==> config.mk <==
export PLATFORM = sky130hd
export DESIGN_NAME = gqsc_top
export DESIGN_NICKNAME = d
export VERILOG_FILES = /design/src/gqsc_pkg.sv /design/src/gqsc_top.sv
export SDC_FILE = /design/constraint.sdc
export NUM_CORES = 1
export LEC_CHECK = 0
export ABC_AREA = 1
export BUFFER_PORTS_ARGS = -buffer_cell sky130_fd_sc_hd__buf_2
export CAP_MARGIN = 10
export CELL_PAD_IN_SITES_DETAIL_PLACEMENT = 1
export CELL_PAD_IN_SITES_GLOBAL_PLACEMENT = 2
export CORE_UTILIZATION = 31
export CTS_BUF_LIST = sky130_fd_sc_hd__clkbuf_16
export CTS_CLUSTER_SIZE = 24
export DETAILED_ROUTE_END_ITERATION = 10
export PLACE_DENSITY_LB_ADDON = 0.1
export SLEW_MARGIN = 40
export SYNTH_ARGS = -nofsm -noshare
export SYNTH_HDL_FRONTEND = slang
export SYNTH_SLANG_ARGS = --single-unit
==> constraint.sdc <==
create_clock -name i_clk_sys -period 2.2 [get_ports i_clk_sys]
set_clock_uncertainty 0.2 [all_clocks]
set_input_delay 0.44 -clock i_clk_sys [delete_from_list [all_inputs] [get_ports i_clk_sys]]
set_output_delay 0.44 -clock i_clk_sys [all_outputs]
set_load 0.03 [all_outputs]
==> src/gqsc_pkg.sv <==
package gqsc_pkg;

	// ----------------------------------------
	// Command codes and response values
	// ----------------------------------------
	localparam logic [7:0] GQSC_OP_QUERY     = 8'h51;
	localparam logic [7:0] GQSC_OP_SETTINGS  = 8'h60;
	localparam logic [7:0] GQSC_STATUS_OK    = 8'h00;
	localparam logic [7:0] GQSC_LEVEL_NOGPIO = 8'hEE;
	localparam logic [7:0] GQSC_DIR_NOGPIO   = 8'hEF;
	localparam logic [7:0] GQSC_BYTE_ZERO    = 8'h00;
	localparam logic [7:0] GQSC_BYTE_ONE     = 8'h01;
	localparam logic [7:0] GQSC_FILL         = 8'h00;

	// ----------------------------------------
	// Report layout
	// ----------------------------------------
	localparam logic [5:0] GQSC_IDX_OPCODE    = 6'h00;
	localparam logic [5:0] GQSC_IDX_STATUS    = 6'h01;
	localparam logic [5:0] GQSC_IDX_PIN_FIRST = 6'h02;
	localparam logic [5:0] GQSC_IDX_PIN_LAST  = 6'h09;
	localparam logic [5:0] GQSC_IDX_CLK       = 6'h02;
	localparam logic [5:0] GQSC_IDX_REF       = 6'h03;
	localparam logic [5:0] GQSC_IDX_DAC       = 6'h04;
	localparam logic [5:0] GQSC_IDX_LAST      = 6'h3F;
	localparam logic [5:0] GQSC_IDX_STEP      = 6'h01;
	localparam int         GQSC_LOAD_BIT      = 7;

	// ----------------------------------------
	// Types
	// ----------------------------------------
	typedef enum logic [1:0] {
		GQSC_DUTY_0  = 2'b00,
		GQSC_DUTY_25 = 2'b01,
		GQSC_DUTY_50 = 2'b10,
		GQSC_DUTY_75 = 2'b11
	} gqsc_duty_t;

	typedef enum logic [1:0] {
		GQSC_IRM_OFF  = 2'b00,
		GQSC_IRM_1024 = 2'b01,
		GQSC_IRM_2048 = 2'b10,
		GQSC_IRM_4096 = 2'b11
	} gqsc_irm_level_t;

	typedef enum logic {
		GQSC_REF_SUPPLY = 1'b0,
		GQSC_REF_IRM    = 1'b1
	} gqsc_ref_src_t;

	typedef enum logic {
		GQSC_ST_RECV = 1'b0,
		GQSC_ST_RESP = 1'b1
	} gqsc_state_t;

	typedef struct packed {
		logic is_gpio;
		logic dir_in;
		logic level;
	} gqsc_pin_t;

	typedef struct packed {
		logic [2:0]      clk_div;
		gqsc_duty_t      duty;
		gqsc_irm_level_t irm_level;
		gqsc_ref_src_t   ref_src;
		logic [4:0]      dac_val;
	} gqsc_settings_t;

	localparam gqsc_settings_t GQSC_SETTINGS_RST = '{
		clk_div:   3'h0,
		duty:      GQSC_DUTY_0,
		irm_level: GQSC_IRM_OFF,
		ref_src:   GQSC_REF_SUPPLY,
		dac_val:   5'h00
	};

endpackage

==> src/gqsc_top.sv <==
// Notes on behaviour
// - The query reply carries the query code in byte 0.
// - The query reply carries zero in byte 1 to signal success.
// - Bytes 2,4,6,8 hold each pin's level as 0 or 1 when it is general I/O, else 0xEE.
// - Bytes 3,5,7,9 hold each pin's direction, 0 output and 1 input, else 0xEF.
// - Changed settings live only in volatile state and revert to power-up defaults on reset.
// - Bit 7 of settings byte 2 enables loading the clock divider and duty, else they hold.
// - Bits 2-0 of settings byte 2 are the divider, bits 6-5 are ignored.
// - Bit 7 of settings byte 3 enables loading the reference selection from bits 2-0.
// - Bits 2-1 of settings byte 3 set the reference module to off, 1.024, 2.048 or 4.096 V.
// - Bit 0 of settings byte 3 picks the reference module when one, the supply when zero.
// - Bit 7 of settings byte 4 enables loading a new converter value, else it holds.
// - Bits 4-0 of settings byte 4 are the five-bit converter value.
`timescale 1ns/1ps
`default_nettype none

module gqsc_top
	import gqsc_pkg::*;
(
	input  wire logic           i_clk_sys,
	input  wire logic           i_rst_n,
	input  wire logic           i_cmd_valid,
	input  wire logic [7:0]     i_cmd_byte,
	output logic                o_cmd_ready,
	input  wire gqsc_pin_t      i_general_pin_zero,
	input  wire gqsc_pin_t      i_general_pin_one,
	input  wire gqsc_pin_t      i_general_pin_two,
	input  wire gqsc_pin_t      i_general_pin_three,
	input  wire gqsc_settings_t i_pwrup_settings,
	output logic                o_rsp_valid,
	output logic [7:0]          o_rsp_byte,
	output logic                o_rsp_last,
	input  wire logic           i_rsp_ready,
	output gqsc_settings_t      o_settings,
	output logic                o_settings_load,
	output logic                o_cmd_ignored
);

	// ----------------------------------------
	// Reset release
	// ----------------------------------------
	// Only the release is synchronised; a stopped clock still resets at once
	logic [1:0] rst_sync_q;
	logic [1:0] rst_sync_d;
	logic       rst_n;

	always_comb begin
		rst_sync_d = {rst_sync_q[0], 1'b1};
	end

	always_ff @(posedge i_clk_sys or negedge i_rst_n) begin
		if (!i_rst_n) begin
			rst_sync_q <= 2'h0;
		end else begin
			rst_sync_q <= rst_sync_d;
		end
	end

	assign rst_n = rst_sync_q[1];

	// ----------------------------------------
	// Reply helpers
	// ----------------------------------------
	function automatic logic [7:0] pin_byte(
		input gqsc_pin_t pin,
		input logic      want_dir
	);
		logic [7:0] b;
		b = GQSC_BYTE_ZERO;
		if (!pin.is_gpio) begin
			b = want_dir ? GQSC_DIR_NOGPIO : GQSC_LEVEL_NOGPIO;
		end else if (want_dir) begin
			b = pin.dir_in ? GQSC_BYTE_ONE : GQSC_BYTE_ZERO;
		end else begin
			b = pin.level ? GQSC_BYTE_ONE : GQSC_BYTE_ZERO;
		end
		return b;
	endfunction

	// Indices past the pin block fall through to the fill value
	function automatic logic [7:0] rsp_byte(
		input logic [5:0]      idx,
		input gqsc_pin_t [3:0] snap
	);
		logic [7:0] b;
		logic [5:0] rel;
		rel = 6'(idx - GQSC_IDX_PIN_FIRST);
		b   = GQSC_FILL;
		if (idx == GQSC_IDX_OPCODE) begin
			b = GQSC_OP_QUERY;
		end else if (idx == GQSC_IDX_STATUS) begin
			b = GQSC_STATUS_OK;
		end else if (idx <= GQSC_IDX_PIN_LAST) begin
			b = pin_byte(snap[rel[2:1]], rel[0]);
		end
		return b;
	endfunction

	// ----------------------------------------
	// Receive side
	// ----------------------------------------
	gqsc_state_t state_q;
	gqsc_state_t state_d;
	logic        init_done_q;
	logic        init_done_d;
	logic [5:0]  rx_idx_q;
	logic [5:0]  rx_idx_d;
	logic [7:0]  opcode_q;
	logic [7:0]  opcode_d;
	logic        ignored_q;
	logic        ignored_d;
	logic        accept;
	logic        rx_last;
	logic        rsp_done;
	logic [7:0]  op_now;

	// Ready drops while a reply drains; the host keeps its next byte
	assign o_cmd_ready = init_done_q && (state_q == GQSC_ST_RECV);
	assign accept      = i_cmd_valid && o_cmd_ready;
	assign rx_last     = accept && (rx_idx_q == GQSC_IDX_LAST);
	// Opcode byte is live in the cycle it arrives
	assign op_now = (rx_idx_q == GQSC_IDX_OPCODE) ? i_cmd_byte : opcode_q;

	always_comb begin
		state_d     = state_q;
		init_done_d = 1'b1;
		rx_idx_d    = rx_idx_q;
		opcode_d    = opcode_q;
		ignored_d   = 1'b0;
		unique case (state_q)
			GQSC_ST_RECV: begin
				if (accept) begin
					rx_idx_d = 6'(rx_idx_q + GQSC_IDX_STEP);
					if (rx_idx_q == GQSC_IDX_OPCODE) begin
						opcode_d = i_cmd_byte;
					end
				end
				// Reply only once the whole report is in, so framing stays aligned
				if (rx_last) begin
					if (op_now == GQSC_OP_QUERY) begin
						state_d = GQSC_ST_RESP;
					end else if (op_now != GQSC_OP_SETTINGS) begin
						// Unknown reports are still consumed whole so framing holds
						ignored_d = 1'b1;
					end
				end
			end
			GQSC_ST_RESP: begin
				if (rsp_done) begin
					state_d = GQSC_ST_RECV;
				end
			end
		endcase
	end

	always_ff @(posedge i_clk_sys or negedge rst_n) begin
		if (!rst_n) begin
			state_q     <= GQSC_ST_RECV;
			init_done_q <= 1'b0;
			rx_idx_q    <= GQSC_IDX_OPCODE;
			opcode_q    <= GQSC_BYTE_ZERO;
			ignored_q   <= 1'b0;
		end else begin
			state_q     <= state_d;
			init_done_q <= init_done_d;
			rx_idx_q    <= rx_idx_d;
			opcode_q    <= opcode_d;
			ignored_q   <= ignored_d;
		end
	end

	assign o_cmd_ignored = ignored_q;

	// ----------------------------------------
	// Query reply
	// ----------------------------------------
	gqsc_pin_t [3:0] pins_now;
	gqsc_pin_t [3:0] snap_q;
	gqsc_pin_t [3:0] snap_d;
	logic [5:0]      rsp_idx_q;
	logic [5:0]      rsp_idx_d;
	logic [5:0]      rsp_nxt;
	logic [7:0]      rsp_data_q;
	logic [7:0]      rsp_data_d;
	logic            rsp_valid_q;
	logic            rsp_valid_d;
	logic            rsp_last_q;
	logic            rsp_last_d;
	logic            rsp_take;

	assign pins_now = {i_general_pin_three, i_general_pin_two,
		i_general_pin_one, i_general_pin_zero};
	assign rsp_take = rsp_valid_q && i_rsp_ready;
	assign rsp_done = rsp_take && rsp_last_q;
	// Look ahead one index so the next byte is ready as the take lands
	assign rsp_nxt  = 6'(rsp_idx_q + GQSC_IDX_STEP);

	always_comb begin
		snap_d      = snap_q;
		rsp_idx_d   = rsp_idx_q;
		rsp_data_d  = rsp_data_q;
		rsp_valid_d = rsp_valid_q;
		rsp_last_d  = rsp_last_q;
		if (rx_last && (op_now == GQSC_OP_QUERY)) begin
			// Snapshot keeps one reply coherent while pins move
			snap_d      = pins_now;
			rsp_idx_d   = GQSC_IDX_OPCODE;
			rsp_data_d  = rsp_byte(GQSC_IDX_OPCODE, pins_now);
			rsp_valid_d = 1'b1;
			rsp_last_d  = 1'b0;
		end else if (rsp_done) begin
			rsp_valid_d = 1'b0;
			rsp_last_d  = 1'b0;
		end else if (rsp_take) begin
			rsp_idx_d  = rsp_nxt;
			rsp_data_d = rsp_byte(rsp_nxt, snap_q);
			rsp_last_d = (rsp_nxt == GQSC_IDX_LAST);
		end
	end

	always_ff @(posedge i_clk_sys or negedge rst_n) begin
		if (!rst_n) begin
			snap_q      <= '0;
			rsp_idx_q   <= GQSC_IDX_OPCODE;
			rsp_data_q  <= GQSC_FILL;
			rsp_valid_q <= 1'b0;
			rsp_last_q  <= 1'b0;
		end else begin
			snap_q      <= snap_d;
			rsp_idx_q   <= rsp_idx_d;
			rsp_data_q  <= rsp_data_d;
			rsp_valid_q <= rsp_valid_d;
			rsp_last_q  <= rsp_last_d;
		end
	end

	assign o_rsp_valid = rsp_valid_q;
	assign o_rsp_byte  = rsp_data_q;
	assign o_rsp_last  = rsp_last_q;

	// ----------------------------------------
	// Run-time settings
	// ----------------------------------------
	gqsc_settings_t set_q;
	gqsc_settings_t set_d;
	logic           load_q;
	logic           load_d;
	logic           is_set;
	logic           ld_en;

	// Byte 1 and opcode byte can reach the decode below but fall to its default arm and load nothing
	assign is_set = accept && (opcode_q == GQSC_OP_SETTINGS);
	// Fields apply byte by byte as they arrive, not at the end of the report
	assign ld_en  = i_cmd_byte[GQSC_LOAD_BIT];

	always_comb begin
		set_d  = set_q;
		load_d = 1'b0;
		if (!init_done_q) begin
			// Defaults come back after every reset; nothing here writes them
			set_d = i_pwrup_settings;
		end else if (is_set && ld_en) begin
			load_d = 1'b1;
			unique case (rx_idx_q)
				GQSC_IDX_CLK: begin
					set_d.duty    = gqsc_duty_t'(i_cmd_byte[4:3]);
					set_d.clk_div = i_cmd_byte[2:0];
				end
				GQSC_IDX_REF: begin
					set_d.irm_level = gqsc_irm_level_t'(i_cmd_byte[2:1]);
					set_d.ref_src   = gqsc_ref_src_t'(i_cmd_byte[0]);
				end
				GQSC_IDX_DAC: begin
					set_d.dac_val = i_cmd_byte[4:0];
				end
				default: begin
					load_d = 1'b0;
				end
			endcase
		end
	end

	always_ff @(posedge i_clk_sys or negedge rst_n) begin
		if (!rst_n) begin
			set_q  <= GQSC_SETTINGS_RST;
			load_q <= 1'b0;
		end else begin
			set_q  <= set_d;
			load_q <= load_d;
		end
	end

	assign o_settings      = set_q;
	assign o_settings_load = load_q;

endmodule

`default_nettype wire

# Word level (Yosys, flattened, before mapping)
# Index checks and enable logic that the tools add are counted.
totals:
  reg_bits: 61
  input_bits: 37
  out_inout_bits: 26
  word_cells: 105
classes:
  n_addsub: 3
  n_lt_le_gt_ge: 2
  eq_ne: 14
  muxes: 38
  bitwise: 1
  reduce_logical: 19
op_table:
  columns: ["cell", "count"]
  rows:
  - ["$mux 8", 8]
  - ["$mux 13", 2]
  - ["$mux 1", 19]
  - ["$mux 6", 3]
  - ["$eq 8x7->1 const B", 2]
  - ["$add 6x1->6 const B", 2]
  - ["$eq 6x2->1 const B", 2]
  - ["$eq 6x6->1 const B", 2]
  - ["$logic_not 6->1", 2]
  - ["$mux 5", 2]
  - ["$ne 2x1->1 const B", 5]
  - ["$reduce_and 2->1", 5]
  - ["$logic_and 1x1->1", 8]
  - ["$ne 8x7->1 const B", 1]
  - ["$bmux 3 s2", 1]
  - ["$eq 6x1->1 const B", 1]
  - ["$eq 6x3->1 const B", 1]
  - ["$le 6x4->1 const B", 1]
  - ["$mux 3", 2]
  - ["$reduce_bool 2->1", 2]
  - ["$lt 2x3->1 const B", 1]
  - ["$reduce_bool 3->1", 1]
  - ["$reduce_or 3->1", 1]
  - ["$sub 3x2->3 const B", 1]
  - ["other kinds (2)", 2]

# Logic depth before layout (Yosys ltp)
# Gate-level depths: netlist of the first run.
logic_depth:
  depth_word: 13
  mapped_depth: 14
  depth_no_buf: 14

# Worst setup path before layout of the first run
# OpenSTA, ideal clock, no wires.
synth_timing:
  path_kind: "register to register"
  startpoint: "register rsp_idx_q[0]"
  endpoint: "register rsp_data_q[6], in the netlist o_rsp_byte[6]"
  setup_time_ns: 0.071
  t_arrival_ns: 1.834
  setup_slack_ns: 0.095
  path_stages_with_launch: 12
  cell_sequence: "dfrtp_1 > inv_1 > ha_1 > clkbuf_1 > inv_1 > nand3_1 > nand2_1 > nor2_1 > o21ai_0 > nor3_1 > nor2_1 > nor2_1"
synth_between:
  elab_chain_cells: 11
  word_cells_on_any_way: 14
  cone_classes: "add/sub: 2; order compare: 1; eq/ne: 1; mux: 9; reduce/logical: 1"
synth_rtl:
  columns: ["element", "line", "source"]
  rows:
  - ["start: declaration", "gqsc_top.sv:180", "logic [5:0] rsp_idx_q;"]
  - ["start signal: assignment", "gqsc_top.sv:230", "rsp_idx_q <= rsp_idx_d;"]
  - ["$add 6x1->6 (*)", "gqsc_top.sv:196", "assign rsp_nxt = 6'(rsp_idx_q + GQSC_IDX_STEP);"]
  - ["$sub 3x2->3", "gqsc_top.sv:87", "rel = 6'(idx - GQSC_IDX_PIN_FIRST);"]
  - ["$bmux 3 s2", "gqsc_top.sv:94", "b = pin_byte(snap[rel[2:1]], rel[0]);"]
  - ["$mux 3 (implied by the code)", "gqsc_top.sv:94", null]
  - ["$mux 8", "gqsc_top.sv:70", "if (!pin.is_gpio) begin"]
  - ["$mux 8", "gqsc_top.sv:93", "end else if (idx <= GQSC_IDX_PIN_LAST) begin"]
  - ["$mux 8", "gqsc_top.sv:91", "end else if (idx == GQSC_IDX_STATUS) begin"]
  - ["$mux 8 (*)", "gqsc_top.sv:89", "if (idx == GQSC_IDX_OPCODE) begin"]
  - ["$mux 8 (*)", "gqsc_top.sv:214", "end else if (rsp_take) begin"]
  - ["$mux 8 (*)", "gqsc_top.sv:211", "end else if (rsp_done) begin"]
  - ["$mux 8 (*)", "gqsc_top.sv:204", "if (rx_last && (op_now == GQSC_OP_QUERY)) begin"]
  - ["end signal: assignment", "gqsc_top.sv:231", "rsp_data_q <= rsp_data_d;"]
  - ["end: declaration", "gqsc_top.sv:183", "logic [7:0] rsp_data_q;"]
# Mark *: on every way between the ends. The rest lies on a longest branch, timed or not. The select of a mux whose other input is x is not followed.
# A chain may end at the register's enable or synchronous reset.

# Worst setup path after layout of the first run
layout_timing:
  startpoint: "register rsp_idx_q[0]"
  endpoint: "register rsp_data_q[0], in the netlist o_rsp_byte[0]"
layout_between:
  elab_chain_cells: 13
  word_cells_on_any_way: 18
  cone_classes: "add/sub: 2; order compare: 1; eq/ne: 1; mux: 13; reduce/logical: 1"
layout_rtl:
  columns: ["element", "line", "source"]
  rows:
  - ["$add 6x1->6 (*)", "gqsc_top.sv:196", null]
  - ["$sub 3x2->3", "gqsc_top.sv:87", null]
  - ["$bmux 3 s2", "gqsc_top.sv:94", null]
  - ["$mux 3 (implied by the code)", "gqsc_top.sv:94", null]
  - ["$mux 1 (on tied branches)", "gqsc_top.sv:75, gqsc_top.sv:73", null]
  - ["$mux 1", "gqsc_top.sv:72", "end else if (want_dir) begin"]
  - ["$mux 8", "gqsc_top.sv:70", null]
  - ["$mux 8", "gqsc_top.sv:93", null]
  - ["$mux 8", "gqsc_top.sv:91", null]
  - ["$mux 8 (*)", "gqsc_top.sv:89", null]
  - ["$mux 8 (*)", "gqsc_top.sv:214", null]
  - ["$mux 8 (*)", "gqsc_top.sv:211", null]
  - ["$mux 8 (*)", "gqsc_top.sv:204", null]
# Marked as above.

==> results.json, run 1 <==
{
  "synth_area_um2": 3014,
  "synth.yosys.warnings": 0,
  "rsz0062_at_grt": "yes",
  "max_freq_ghz": 0.4831,
  "final.setup.tns_ns": 0,
  "synth_seq_area_share_pct": 47.32,
  "finalWirelength_mm": 8.193,
  "nets": 510,
  "crit_type": "flip-flop to flip-flop",
  "period_share_pct": 94.09,
  "dr_wl_met3_um": 286,
  "cts_tree": "done",
  "wl_per_cell_um": 13.63,
  "p_leak_nw": 2.173,
  "die_h_um": 100.6,
  "synth.largest_area_cell": "dfrtp_1",
  "clk_pin_slew_ns": 0.05,
  "hold_viol_final": 0,
  "hold_class": "flip-flop to asynchronous set/reset pin",
  "worst_slack_ns": 0.1300,
  "worst-path-buf-inv": 4,
  "cp_max_fo": 3,
  "die_width_um": 100.6,
  "cts.sinks": 57,
  "syn_avg_cell_area_um2": 8.059,
  "dp_hpwl_mm": 6.142,
  "dp_slack_ns": -0.01908,
  "ant_nets": 0,
  "startpoint_type": "flip-flop",
  "synthFlopType": "dfrtp_1",
  "path_depth": 14,
  "clockRootBuffer": "clkbuf_16",
  "avgViaCountPerCell": 4.529,
  "ys_top_cells_by_area": "dfrtp_1 (47%), nand2_1 (13%), inv_1 (5.7%)",
  "path_cells": "ha_1 -> buf_4 -> inv_1 -> nand2_1 -> nand2_2 -> buf_4 -> buf_4 -> nand3_1 -> nand3_1 -> nand3_1 -> nand2_1 -> nor2_1 -> nor2_1 -> nor2_1",
  "ios": 63,
  "drt_iter0_markers": 58,
  "r2r_start": "rsp_idx_q[0]",
  "cts_max_level": 3,
  "cp-startpoint": "rsp_idx_q[0]",
  "grt_max_degree": 56,
  "drc": 0,
  "dr.pass1.iters": 4,
  "highest_layer": "met4",
  "antenna_cells": 0,
  "area_delta_synth_final_pct": 35.45,
  "maxCapViolations": 0,
  "clockBufferDepth": 2,
  "grt_pass1_vias": 2791,
  "dpl.cell_count": 583,
  "antenna_found_initial": 0,
  "slowest_delay_ns": 0.40,
  "wl_met2_mm": 3.875,
  "cts_buffers": 9,
  "yosysTopAreaCellShare_pct": 47.32,
  "dieArea_um2": 10120,
  "num_vias": 2722,
  "setup_viol": 0,
  "reg2regPathDepth": 14,
  "crit_path_end": "o_rsp_byte[0]",
  "final_cells": 601,
  "slew_violations": 0,
  "critical-path-slowest-cell": "dfrtp_1",
  "synth_seq_cells": 57,
  "clk-insertion-delay-late_ns": 0.32,
  "final_common_cell": "nand2_1",
  "crit_family": "simple AND/OR/NAND/NOR gates",
  "core_area_um2": 9328,
  "grt_use_total_pct": 17.59,
  "crit_path_end_kind": "flip-flop",
  "status": "finished clean",
  "routedLengthMet1_mm": 3.900,
  "synthCells": 374,
  "synth_cell_type_count": 36,
  "rrSetupSlack_ns": 0.13,
  "place_congestion": 0.7557,
  "async_flop_share_pct": 100.0,
  "final_core_util_pct": 43.77,
  "grt_pass1_wl_mm": 13.57,
  "start_util_pct": 32.31,
  "io_buffers": 62,
  "r2r_end": "o_rsp_byte[0]",
  "required_ns": 2.21,
  "rows": 35,
  "fin_total_pwr_mw": 3.931,
  "mostFrequentLayoutCells": "nand2_1 (99), buf_2 (62), dfrtp_1 (56)",
  "cp_data_arrival_time_ns": 2.08,
  "grt_overflow": 0,
  "power_density_nw_per_um2": 962.8,
  "synth_edf_count": 0,
  "max-vdd-ir-drop_v": 0.0005291,
  "drive_gt1_share_pct": 30.93,
  "finalCriticalPeriod_ns": 2.070
}
==> layout make-up <==
type / count / area, um^2
Clock buffer: 9 / 225.2
Clock inverter: 7 / 108.9
Fill cell: 1149 / 5245
Inverter: 49 / 183.9
Multi-Input combinational cell: 257 / 1389
Sequential cell: 57 / 1428
Tap cell: 129 / 161.4
Timing Repair Buffer: 93 / 586.8
==> per-stage QoR <==
stage / hold WS [ns] / area, um^2
4_1_cts: 0.08248 / 4010
3_5_place_dp: 0.02981 / 3656
3_3_place_gp: 0.02670 / 3656
2_1_floorplan: -0.05559 / 3018
5_1_grt: 0.09305 / 4083
6_report: 0.05919 / 4083
==> logic make-up (layout without fill, tap and decap cells) <==
family	Yosys count	after routing	synth area share [%]
compound gates	51	51	10.88
xor+xnor	6	6	1.743
fa+ha+maj	6	6	2.491
buf+inv	61	158	9.091
flops	57	57	47.32
other cells	1	2	0.1244
simple gates	192	192	28.35
==> worst min-delay path by stage <==
stage / to / slack, ns / cells after the start
after detailed placement: rst_sync_q[0] / 0.03 / 1
after CTS: rx_idx_q[0] / 0.08 / 1
after global placement: rst_sync_q[0] / 0.03 / 1
after global routing: opcode_q[4] / 0.09 / 1
final: snap_q[10] / 0.06 / 1
after floorplan: rst_sync_q[0] / -0.06 / 0
==> registers in the layout (all words and copies together) (netlist names) <==
| register | count |
|---|---|
| o_settings | 13 |
| snap_q | 12 |
| opcode_q | 8 |
| rsp_idx_q | 6 |
| rx_idx_q | 6 |
| o_rsp_byte | 4 |
| rst_sync_q | 2 |
| init_done_q | 1 |
| o_cmd_ignored | 1 |
| o_rsp_last | 1 |
| o_rsp_valid | 1 |
| o_settings_load | 1 |
| state_q | 1 |
==> per-layer routing <==
metal | global-route usage, % | vias up
li1 | - | 1374
met4 | 6.689 | 0
met2 | 28.77 | 50
met5 | 0 | -
met3 | 3.329 | 11
met1 | 23.10 | 1287
==> where the power goes <==
group | switching (mW) | total (mW) | leakage (nW) | internal [mW]
Clock | 0.479 | 1.57 | 0.158 | 1.09
Sequential | 0.108 | 1.31 | 0.700 | 1.20
Combinational | 0.628 | 1.05 | 1.31 | 0.425
Total | 1.22 | 3.93 | 2.17 | 2.72
==> synthesized netlist by cell type, types with 3 or more instances <==
cell and number:
buf_6 4, o21ai_2 6, clkbuf_1 3, o21ai_1 5, nand3_1 24, a21oi_1 6
dfrtp_1 57, o211ai_1 12, ha_1 6, nor2_1 41, xor2_1 5, nand4_1 3
nand3b_1 3, nor2_2 4, nand2_1 104, buf_4 4, nor3_1 3, o21ai_0 16
inv_1 46, nor2_4 3
==> timing repair <==
item,4_1_cts,5_1_grt
gates resized for setup,3,22
setup endpoints to repair,7,24
pin swaps,0,3
buffers inserted,0,1
endpoints found under the hold margin,2,0
hold buffers,1,0
(Power assumes the default switching activity.)
==> inputs of run 2 (changes only) <==
Settings changed: ABC_CLOCK_PERIOD_IN_PS set to 2600, CORE_UTILIZATION 31 to 34.
Clock period 2.2 ns to 2.6 ns, I/O delays scaled along.
==> run 2 against run 1 <==
Effect of this change: first-iteration DRC count rose by 81%; sequential share of layout area is 2.9 points higher; register-to-register slack improved by 0.098 ns; utilization up 1.2 points; non-clock buffer count decreased by 22; critical path type unchanged; largest power group unchanged.
==> results.json, run 2 (synthesis results as in run 1) <==
{
  "status": "finished clean",
  "clk-insertion-delay-late_ns": 0.32,
  "wl_per_cell_um": 14.31,
  "cp_data_arrival_time_ns": 2.37,
  "whs_ns": 0.08204,
  "antenna_found_initial": 0,
  "fin_total_pwr_mw": 2.999,
  "switching_share_pct": 31.31,
  "clkPwrFrac_pct": 40.3,
  "hold_viol_final": 0,
  "ios": 63,
  "ant_nets": 0,
  "final_common_cell": "nand2_1",
  "place_congestion": 0.7393,
  "grt_max_degree": 31,
  "clk_pin_slew_ns": 0.05,
  "dieArea_um2": 9246,
  "clockBufferDepth": 2,
  "final.setup.tns_ns": 0,
  "ff_latch_area_um2": 1428,
  "routedLengthMet1_mm": 3.754,
  "multi_input_area_um2": 1325,
  "final_core_util_pct": 44.95,
  "p_sw_mw": 0.9389,
  "crit_top_cell": "nand2_1",
  "fill_cells": 1031,
  "dp_hpwl_mm": 5.938,
  "highest_layer": "met4",
  "cts_buffers": 9,
  "grt_pass1_vias": 2624,
  "rsz0062_at_grt": "no",
  "setup_viol": 0,
  "hold_class": "flip-flop to asynchronous set/reset pin",
  "grt_pass1_wl_mm": 13.17,
  "grt_use_total_pct": 19.00,
  "path_cells": "inv_1 -> ha_1 -> nand3_4 -> inv_1 -> nand2_1 -> nand2_1 -> nand2_1 -> nor2_2 -> nand3_4 -> buf_12 -> nor2_1 -> a21oi_2",
  "max_freq_ghz": 0.4216,
  "avgViaCountPerCell": 4.786,
  "drc": 0,
  "largest_reg_flops": 13,
  "grt_overflow": 0,
  "crit_family": "simple AND/OR/NAND/NOR gates",
  "drive_gt1_share_pct": 23.11,
  "core_area_um2": 8382,
  "final_cells": 555,
  "num_vias": 2656,
  "slowest_delay_ns": 0.39,
  "dp_slack_ns": 0.1119,
  "power_density_nw_per_um2": 796.0,
  "combPwrFrac_pct": 22.0,
  "finalCriticalPeriod_ns": 2.372,
  "placed_area_um2": 3436,
  "die_h_um": 96.16,
  "crit_type": "flip-flop to flip-flop",
  "cts_tree": "done",
  "crit_path_end_kind": "flip-flop",
  "io_buffers": 62,
  "internal_power_mw": 2.060,
  "antenna_cells": 0,
  "dr_wl_met3_um": 356,
  "p_seq_share_pct": 37.7,
  "fin_area_um2": 3767,
  "die_width_um": 96.16,
  "worst-path-buf-inv": 3,
  "critical-path-slowest-cell": "dfrtp_1",
  "cts_max_level": 3,
  "nets": 488,
  "period_share_pct": 91.22,
  "finalWirelength_mm": 7.942,
  "area_delta_synth_final_pct": 24.99,
  "cts.sinks": 57,
  "worst_slack_ns": 0.2282,
  "startpoint_type": "flip-flop",
  "slew_violations": 0,
  "maxCapViolations": 0,
  "p_leak_nw": 2.043,
  "dr.pass1.iters": 4,
  "clockRootBuffer": "clkbuf_16",
  "cp_max_fo": 30,
  "required_ns": 2.60,
  "drt_iter0_markers": 105,
  "wl_met2_mm": 3.757,
  "rows": 33,
  "dpl.cell_count": 537,
  "max-vdd-ir-drop_v": 0.0004974,
  "mostFrequentLayoutCells": "nand2_1 (104), buf_2 (62), dfrtp_1 (56)",
  "start_util_pct": 35.96,
  "postCtsSetupBuffers": 0
}
[run 2: cell types whose count changed in the layout (fill, tap and decap cells not counted), sizes merged]
cell / change
bufinv: -1
clkinv: -1
clkinvlp: -1
inv: +3
dlygate4sd3: +1
buf: -23
[run 2: layout make-up]
cell class	count	area share, %
Multi-Input combinational cell	257	35.17
Clock buffer	9	5.978
Inverter	49	4.882
Sequential cell	57	37.89
Clock inverter	7	2.092
Tap cell	105	3.487
Timing Repair Buffer	71	10.49
[run 2: worst paths after layout]
kind / from / end / slack [ns] / cells after the start
max: rx_idx_q[0] / snap_q[7] / 0.23 / 12
min: rst_sync_q[1] / rx_idx_q[0] / 0.08 / 1
max reg2reg: rx_idx_q[0] / snap_q[7] / 0.23 / 12
min reg2reg: rst_sync_q[1] / rx_idx_q[0] / 0.08 / 1
max in group asynchronous: rst_sync_q[1] / snap_q[7] / 1.30 / 1
min in group i_clk_sys: rst_sync_q[0] / rst_sync_q[1] / 0.16 / 0
[run 2: layer usage]
layer / up-vias / track usage, %
li1: 1327 / -
met4: 0 / 5.970
met3: 8 / 3.555
met2: 59 / 30.14
met1: 1262 / 26.11
met5: - / 0
[run 2: power by group through the flow]
stage                     sequential, mW  clock (mW)  combinational (mW)
final                               1.13        1.21               0.661
after global routing                1.15        1.28               0.748
after CTS                           1.13        1.25               0.654
after detailed placement            1.14           0               0.646
after global placement              1.14           0               0.629
after floorplan                     1.16           0               0.448
[run 2: timing repair]
item | CTS | global route
hold buffers | 2 | 0
gates resized for setup | 0 | 2
endpoints found under the setup margin | 0 | 22
hold endpoints to repair | 11 | 0
==> inputs of run 3 (changes only) <==
Settings changed: ABC_CLOCK_PERIOD_IN_PS 2600 to 3000, TNS_END_PERCENT set to 50.
Clock period 2.6 ns to 3 ns, I/O delays scaled along.
==> run 3 against run 2 <==
Effect of this change: count of clock-buffer cells in the layout did not move; non-clock buffer count fell by 3; fmax fell by 15%; critical path depth fell by 2; die area did not move; critical endpoint is now snap_q[6]; largest cell class unchanged; largest power group unchanged.
==> results.json, run 3 (synthesis results as in run 1) <==
{
  "status": "finished clean",
  "grt_pass1_vias": 2654,
  "path_cells": "inv_1 -> ha_1 -> nand3_2 -> o21ai_0 -> nand2_1 -> nor2_2 -> nand3_4 -> buf_4 -> nand2_1 -> o21ai_2",
  "dieArea_um2": 9246,
  "final_common_cell": "nand2_1",
  "core_area_um2": 8382,
  "slowest_delay_ns": 0.42,
  "required_ns": 3.01,
  "largest_reg_flops": 13,
  "num_vias": 2653,
  "place_congestion": 0.7941,
  "crit_family": "simple AND/OR/NAND/NOR gates",
  "cp_data_arrival_time_ns": 2.80,
  "cts_max_level": 3,
  "dp_slack_ns": 0.2584,
  "drive_gt1_share_pct": 23.94,
  "finalCriticalPeriod_ns": 2.790,
  "area_delta_synth_final_pct": 24.04,
  "grt_pass1_wl_mm": 13.00,
  "critical-path-slowest-cell": "o21ai_0",
  "combPwrFrac_pct": 21.3,
  "slew_violations": 0,
  "hold_class": "flip-flop to asynchronous set/reset pin",
  "antenna_cells": 0,
  "avgViaCountPerCell": 4.806,
  "clk-insertion-delay-late_ns": 0.33,
  "grt_overflow": 0,
  "cts_buffers": 9,
  "cp_max_fo": 25,
  "startpoint_type": "flip-flop",
  "p_sw_mw": 0.8382,
  "crit_type": "flip-flop to flip-flop",
  "cts.sinks": 57,
  "worst_pin_slew_ns": 0.5218,
  "drt_iter0_markers": 90,
  "internal_power_mw": 1.793,
  "mostFrequentLayoutCells": "nand2_1 (104), buf_2 (62), dfrtp_1 (56)",
  "dr.pass1.iters": 4,
  "cts_tree": "done",
  "die_h_um": 96.16,
  "grt_max_degree": 36,
  "ios": 63,
  "switching_share_pct": 31.86,
  "clkPwrFrac_pct": 41.5,
  "crit_top_cell": "nand2_1",
  "max-vdd-ir-drop_v": 0.0003547,
  "clockRootBuffer": "clkbuf_16",
  "rsz0062_at_grt": "no",
  "antenna_found_initial": 0,
  "rows": 33,
  "ant_nets": 0,
  "p_leak_nw": 2.019,
  "period_share_pct": 92.99,
  "wl_per_cell_um": 14.21,
  "p_seq_share_pct": 37.2,
  "crit_path_end_kind": "flip-flop",
  "nets": 485,
  "start_util_pct": 35.96,
  "clk_pin_slew_ns": 0.05,
  "die_width_um": 96.16,
  "drc": 0,
  "fill_cells": 1050,
  "hold_viol_final": 0,
  "worst_slack_ns": 0.2103,
  "max_freq_ghz": 0.3585,
  "setup_viol": 0,
  "power_density_nw_per_um2": 703.8,
  "worst-path-buf-inv": 2,
  "io_buffers": 62,
  "multi_input_area_um2": 1318,
  "maxCapViolations": 0,
  "finalWirelength_mm": 7.843,
  "final.setup.tns_ns": 0,
  "clockBufferDepth": 2,
  "ff_latch_area_um2": 1428,
  "dp_hpwl_mm": 5.773,
  "relSlewSlack_pct": 65.08,
  "grt_use_total_pct": 18.95
}
[run 3: final cells by class]
type                    instances  area share (%)
clock buffers                   9           6.024
clock inverters                 7           2.544
well taps                     105           3.514
flip-flops and latches         57           38.19
inverters                      49           4.920
repair buffers                 68           9.572
multi-input cells             257           35.24
[run 3: metrics by stage]
stage | hold slack [ns] | area [um^2] | cells | total power, mW | utilization [%]
final | 0.05222 | 3739 | 552 | 2.631 | 44.60
after global routing | 0.08435 | 3739 | 552 | 2.802 | 44.60
after CTS | 0.06629 | 3739 | 552 | 2.677 | 44.60
after detailed placement | 0.06714 | 3408 | 535 | 1.549 | 40.66
after global placement | 0.04939 | 3408 | 535 | 1.531 | 40.66
after floorplan | 0.1044 | 3018 | 375 | 1.397 | -
[run 3: final timing paths]
check / cells past startpoint / startpoint / slack (ns) / to
setup / recovery: 10 / rx_idx_q[0] / 0.21 / snap_q[6]
hold / removal: 1 / rst_sync_q[1] / 0.05 / rx_idx_q[5]
setup reg to reg: 10 / rx_idx_q[0] / 0.21 / snap_q[6]
hold reg to reg: 1 / rst_sync_q[1] / 0.05 / rx_idx_q[5]
max in group asynchronous: 2 / i_rst_n / 2.10 / rst_sync_q[1]
min in group i_clk_sys: 0 / rst_sync_q[0] / 0.16 / rst_sync_q[1]
[run 3: what timing repair did]
item / CTS / global route
setup buffers: 0 / 0
hold buffers: 1 / 0
endpoints found under the hold margin: 2 / 0
gates resized for setup: 0 / 0
[run 3: power by group through the flow]
stage | clock network (mW) | logic [mW] | registers (mW)
2_1_floorplan | 0 | 0.388 | 1.01
6_report | 1.09 | 0.560 | 0.979
3_5_place_dp | 0 | 0.560 | 0.990
4_1_cts | 1.13 | 0.570 | 0.979
3_3_place_gp | 0 | 0.548 | 0.982
5_1_grt | 1.16 | 0.646 | 0.994
[run 3: layer usage]
layer	wire length, um	track usage, %	vias up
met5	0	0	-
met4	80	4.851	0
met1	3841	26.24	1272
met3	321	4.739	6
li1	-	-	1321
met2	3599	29.43	54
